[src/hlc_defs.svh]
`ifndef HLC_DEFS_SVH
`define HLC_DEFS_SVH

// Configuration-space byte offsets.
`define HLC_MISC_OFFSET     8'hf0
`define HLC_ENH_OFFSET      8'hf4

// Miscellaneous control bit positions.
`define HLC_NO_ABORT_BIT    4
`define HLC_SERIAL_BIT      3
`define HLC_LINK_GATE_BIT   2
`define HLC_BUS_GATE_BIT    1
`define HLC_KEEP_CLK_BIT    0

// Reset values and the all-ones stopped-read data word.
`define HLC_MISC_RESET      5'h10
`define HLC_ENH_RESET       16'h4000
`define HLC_ALL_ONES        32'hffffffff

`endif

[src/hlc_pkg.sv]
`default_nettype none
package hlc_pkg;
	typedef enum logic [1:0] {
		HLC_RESP_DATA  = 2'h1,
		HLC_RESP_ABORT = 2'h2
	} hlc_resp_t;
endpackage
`default_nettype wire

[src/hlc_ctrl_bits.sv]
//Function
// - Stopped link read: ones or abort
// - No-abort bit resets to one
// - Serial enable bit writable, no effect
// - Link clock gate-off disables PHY autogating
// - Bus clock gate-off disables PCI autogating
// - Keep-clock bit writable, no effect
// - Any reset source restores defaults
// - Enhancements honoured only when gate set
// - Enhancement register F4h, reset 4000h
// - Loadable by software or EEPROM preload
// - Bits 31..16 read zero
`timescale 1ns/1ps
`default_nettype none
`include "hlc_defs.svh"
module hlc_ctrl_bits (
	// Clock and resets.
	input  wire logic              clock,
	input  wire logic              rstn,
	input  wire logic              global_reset_n,
	input  wire logic              por_n,
	// Configuration access.
	input  wire logic              cfg_wr,
	input  wire logic              cfg_rd,
	input  wire logic [7:0]        cfg_addr,
	input  wire logic [3:0]        cfg_be,
	input  wire logic [31:0]       cfg_wdata,
	output logic [31:0]            cfg_rdata,
	output logic                   cfg_rvalid,
	// Link register read path.
	input  wire logic              link_rd,
	input  wire logic [31:0]       link_rdata,
	input  wire logic              link_clock_stopped,
	output logic [31:0]            link_resp_data,
	output hlc_pkg::hlc_resp_t     link_resp,
	output logic                   link_resp_valid,
	// EEPROM preload.
	input  wire logic              eeprom_load,
	input  wire logic [15:0]       eeprom_data,
	// Host controller enable.
	input  wire logic              phy_enhance_gate,
	// Controls to the core.
	output logic                   link_autogate_en,
	output logic                   bus_autogate_en,
	output logic [15:0]            enh_effective
);
	import hlc_pkg::*;

	logic                   any_rstn;
	logic                   rst_n;
	logic [4:0]             misc_reg,  misc_next;
	logic [15:0]            enh_reg,   enh_next;
	logic [31:0]            rdata_reg, rdata_next;
	logic                   rvalid_reg, rvalid_next;
	logic [31:0]            lresp_data_reg, lresp_data_next;
	hlc_resp_t              lresp_reg, lresp_next;
	logic                   lvalid_reg, lvalid_next;
	logic                   lgate_reg, lgate_next;
	logic                   bgate_reg, bgate_next;
	logic [15:0]            eff_reg, eff_next;

	// Any of the three reset sources returns the bank to its reset values.
	assign any_rstn = rstn & global_reset_n & por_n;

	hlc_rst_sync u_rst (
		.clock      (clock),
		.rstn       (any_rstn),
		.rst_sync_n (rst_n)
	);

	always_comb begin
		misc_next = misc_reg;
		enh_next  = enh_reg;
		if (cfg_wr && cfg_be[0] && cfg_addr == `HLC_MISC_OFFSET) begin
			// Serial and keep-clock bits are stored only; nothing but the configuration read uses them.
			misc_next = cfg_wdata[4:0];
		end
		if (cfg_wr && cfg_addr == `HLC_ENH_OFFSET) begin
			if (cfg_be[0]) begin
				enh_next[7:0] = cfg_wdata[7:0];
			end
			if (cfg_be[1]) begin
				enh_next[15:8] = cfg_wdata[15:8];
			end
		end
		// Preload wins over a same-cycle software write, as it runs at power-up.
		if (eeprom_load) begin
			enh_next = eeprom_data;
		end
	end

	always_comb begin
		rvalid_next = cfg_rd;
		rdata_next  = 32'h0;
		if (cfg_rd) begin
			case (cfg_addr)
				`HLC_MISC_OFFSET: rdata_next = {27'h0, misc_reg};
				`HLC_ENH_OFFSET:  rdata_next = {16'h0, enh_reg};
				default:          rdata_next = 32'h0;
			endcase
		end
	end

	always_comb begin
		lvalid_next     = link_rd;
		lresp_data_next = link_rdata;
		lresp_next      = HLC_RESP_DATA;
		if (link_rd && link_clock_stopped) begin
			if (misc_reg[`HLC_NO_ABORT_BIT]) begin
				lresp_data_next = `HLC_ALL_ONES;
			end else begin
				lresp_data_next = 32'h0;
				lresp_next      = HLC_RESP_ABORT;
			end
		end
	end

	always_comb begin
		lgate_next = !misc_reg[`HLC_LINK_GATE_BIT];
		bgate_next = !misc_reg[`HLC_BUS_GATE_BIT];
		eff_next   = phy_enhance_gate ? enh_reg : 16'h0;
	end

	always_ff @(posedge clock or negedge rst_n) begin
		if (!rst_n) begin
			misc_reg       <= `HLC_MISC_RESET;
			enh_reg        <= `HLC_ENH_RESET;
			rdata_reg      <= 32'h0;
			rvalid_reg     <= 1'b0;
			lresp_data_reg <= 32'h0;
			lresp_reg      <= HLC_RESP_DATA;
			lvalid_reg     <= 1'b0;
			lgate_reg      <= 1'b1;
			bgate_reg      <= 1'b1;
			eff_reg        <= 16'h0;
		end else begin
			misc_reg       <= misc_next;
			enh_reg        <= enh_next;
			rdata_reg      <= rdata_next;
			rvalid_reg     <= rvalid_next;
			lresp_data_reg <= lresp_data_next;
			lresp_reg      <= lresp_next;
			lvalid_reg     <= lvalid_next;
			lgate_reg      <= lgate_next;
			bgate_reg      <= bgate_next;
			eff_reg        <= eff_next;
		end
	end

	assign cfg_rdata        = rdata_reg;
	assign cfg_rvalid       = rvalid_reg;
	assign link_resp_data   = lresp_data_reg;
	assign link_resp        = lresp_reg;
	assign link_resp_valid  = lvalid_reg;
	assign link_autogate_en = lgate_reg;
	assign bus_autogate_en  = bgate_reg;
	assign enh_effective    = eff_reg;
endmodule
`default_nettype wire

[src/hlc_rst_sync.sv]
`timescale 1ns/1ps
`default_nettype none
module hlc_rst_sync (
	// Clock and raw reset.
	input  wire logic clock,
	input  wire logic rstn,
	// Released reset.
	output logic      rst_sync_n
);
	logic stage_reg;
	logic out_reg;

	always_ff @(posedge clock or negedge rstn) begin
		if (!rstn) begin
			stage_reg <= 1'b0;
			out_reg   <= 1'b0;
		end else begin
			stage_reg <= 1'b1;
			out_reg   <= stage_reg;
		end
	end

	assign rst_sync_n = out_reg;
endmodule
`default_nettype wire

[config.mk]
export PLATFORM = sky130hd
export DESIGN_NAME = hlc_ctrl_bits
export DESIGN_NICKNAME = d
export VERILOG_FILES = /design/src/hlc_pkg.sv /design/src/hlc_ctrl_bits.sv /design/src/hlc_rst_sync.sv
export VERILOG_INCLUDE_DIRS = /design/src /design/src/src
export SDC_FILE = /design/constraint.sdc
export NUM_CORES = 1
export LEC_CHECK = 0
export BUFFER_PORTS_ARGS = -buffer_cell sky130_fd_sc_hd__buf_2
export CORE_AREA = 8 8 108 119
export CTS_BUF_LIST = sky130_fd_sc_hd__clkbuf_4 sky130_fd_sc_hd__clkbuf_8 sky130_fd_sc_hd__clkbuf_16
export DETAILED_ROUTE_END_ITERATION = 10
export DIE_AREA = 0 0 116 127
export MAX_ROUTING_LAYER = met4
export PLACE_DENSITY = 0.61
export SLEW_MARGIN = 20
export SYNTH_ARGS = -nofsm -noshare
export SYNTH_HDL_FRONTEND = slang
export SYNTH_SLANG_ARGS = --single-unit
[constraint.sdc]
create_clock -name clock -period 3 [get_ports clock]
set_input_delay 0.45 -clock clock [delete_from_list [all_inputs] [get_ports clock]]
set_output_delay 0.45 -clock clock [all_outputs]
set_load 0.02 [all_outputs]
==> results.cfg <==
[global_routing]
met1_usage_pct = 16.4
grt_pass1_vias = 2925
grt_usage_pct = 13.3
busiest_layer = met2
grt_first_pass_wirelength_um = 15000
grtUsageMet2_pct = 20.5
grt_overflow = 0
grt_max_degree = 51
antenna_found_initial = 0
grtUsageMet3_pct = 2.97

[synthesis]
yosys.area.top_type = dfrtp_1
seq_area_frac_synth_pct = 63.0
avgSynthCellArea_um2 = 12.2
synth.area.top_cells = dfrtp_1 (59%), a21o_1 (6.5%), and2_1 (4.7%)
synth_top_area_share_pct = 59.5
netlist_area_um2 = 3700
async_flop_share_pct = 100
synthCells = 303
synthFlopType = dfrtp_1
synth_edf_count = 0
ys_ff_latch = 93
synth.distinct_cells = 28
yosysWarnings = 0
yosys-top-cells-count = dfrtp_1 (88), a21o_1 (32), and2_1 (28)
synth_most_common_cell = dfrtp_1

[route]
routed_wl_um = 9660
vias_per_cell = 4.60
drt_iter0_markers = 108
drcViolationCount = 0
drt-wirelength-per-cell_um = 16.1
vias = 2753
ant_nets = 0
first_pass_iters = 4

[placed_design]
port_buffers = 153
place.gp.congestion = 0.810
hpwl_um = 7350

[sta]
fmax_mhz = 578
setup_tns_ns = 0
rsz0062_at_grt = false
tightestPinTransition_ns = 1.02
fin_worst_skew_ns = 0.00703
report.final.slew_viol_count = 0
maxSlewHeadroom_pct = 32.1
min_period_ns = 1.73
finalSetupViolations = 0
finalCritPeriodShare_pct = 57.7
hold_violations = 0

[final_layout]
area_growth_syn_to_layout_pct = 30.4
final_util_pct = 44.7
largest_register_ffs = 32
drive_above_1_share_pct = 41.8
diodes = 0
multi_input_area_um2 = 1190
seqCellArea_um2 = 2340
nFillCells = 1060
num-nets-final = 549

[clock_tree]
postCtsResizedCells = 0
post_cts_buffers = 0
path_clk_slew_ns = 0.06
cts_buffers = 9
clkLatencyLatePin_ns = 0.33
h-tree-depth = 3
cts_tree = yes
ctsHoldBuffers = 0
clock_path_buffers = 2
cts-root-buf = clkbuf_16
cts.sinks = 93

[power_and_ir_drop]
vdd_ir_drop_max_mv = 0.210
leakage_nw = 2.63
power_density_nw_per_um2 = 566

[floorplan]
core-area_um2 = 10800
ioPinCount = 188
dieHeight_um = 127
die-area_um2 = 14700
die_w_um = 116
start_util_pct = 34.3
rows = 40

[outcome]
outcome = finished clean

[worst_setup_path]
worst_setup_path_start_kind = input port
cp.required_ns = 3.27
crit_slowest_cell = and3_1
setup.worst_path.start = cfg_addr[1]
timing.rr.start = misc_reg[4]$_DFFE_PN1P_
worst-path-buf-inv = 2
reg2regPathDepth = 2
crit_type = input port to register
endpoint_kind = register
slowest_delay_ns = 0.59
crit_path_cell_trace = buf_2 > nor4b_4 > buf_4 > and3_1 > a22o_1
crit_arrival_ns = 2.00
cp_top_family = simple AND/OR/NAND/NOR gates
cp_max_fo = 30
path_depth = 5

[hold_path]
hold_path_class = input port to asynchronous set/reset pin

[flow_run]
max_cap_viol_count = 0
## metal layers
layer  up-vias  share of wire (%)  wire length (um)
met3         8                8.0               769
met1      1309                 44              4280
li1       1313                  -                 -
met4         0                1.3               129
met5         -                  0                 0
met2       123                 46              4490
## through the flow
step	hold WS (ns)	cells	cell area (um2)	power (mW)	setup WS [ns]
final	0.0318	599	4830	2.74	1.27
after global routing	0.0273	599	4830	2.85	1.19
after CTS	0.0159	599	4830	2.79	1.27
after detailed placement	0.348	583	4550	1.72	0.920
after global placement	0.339	582	4520	1.71	0.950
after floorplan	0.283	318	3760	1.58	0.226
## power breakdown
group / internal (mW) / leakage (nW) / switching [mW]
registers: 1.33 / 1.16 / 0.0408
logic: 0.126 / 1.33 / 0.195
clock network: 0.611 / 0.142 / 0.436
total: 2.06 / 2.63 / 0.672
## cells in the final DEF (no fill, tap or decap)
master,count
and3_2,1
buf_16,1
and2_0,1
dfrtp_1,87
nor4_1,1
nor4_4,1
nand3_1,3
o311ai_0,3
nor3_1,13
a22o_1,5
nor2_1,27
clkbuf_4,1
dfrtp_4,1
a21o_1,32
clkbuf_16,9
dfstp_2,5
clkinv_2,3
nand4_1,4
buf_2,153
and4_1,14
or3_4,1
clkbuf_8,2
nor2b_1,3
clkinvlp_4,1
or4b_4,1
and3_1,3
mux2_2,5
inv_1,4
buf_4,3
and2_1,28
conb_1,17
a311oi_1,13
nor4b_4,1
nand2_1,5
## logic make-up after synthesis
group / share of synthesized area (%)
compound gates: 11.5
buf+inv: 6.28
flops: 63.0
mux: 1.52
other cells: 0.203
simple gates: 17.5
## worst reg2reg max path: stages, from the launching register on
cell	delay, ns
dfstp_2	0.57
and3_2	0.58
a21o_1	0.15
## area by class of cell
cell class,instances,share of cell area [%]
sequential,93,48.4
multi-input combinational,182,24.7
timing repair buffer,157,16.9
clock buffer,12,5.39
tap,147,3.81
clock inverter,4,0.466
inverter,4,0.311
## final timing paths
check / to / slack, ns
max in group asynchronous: enh_reg[14]$_DFFE_PN1P_ / 1.98
min in group clock: cfg_rvalid$_DFF_PN0_ / 0.26
min reg2reg: link_resp_data[4]$_DFF_PN0_ / 0.33
min: u_rst.rst_sync_n$_DFF_PN0_ / 0.03
max: cfg_rdata[0]$_DFF_PN0_ / 1.27
max reg2reg: link_resp_data[13]$_DFF_PN0_ / 1.64
Note: power is estimated with default switching activity, not from simulation.
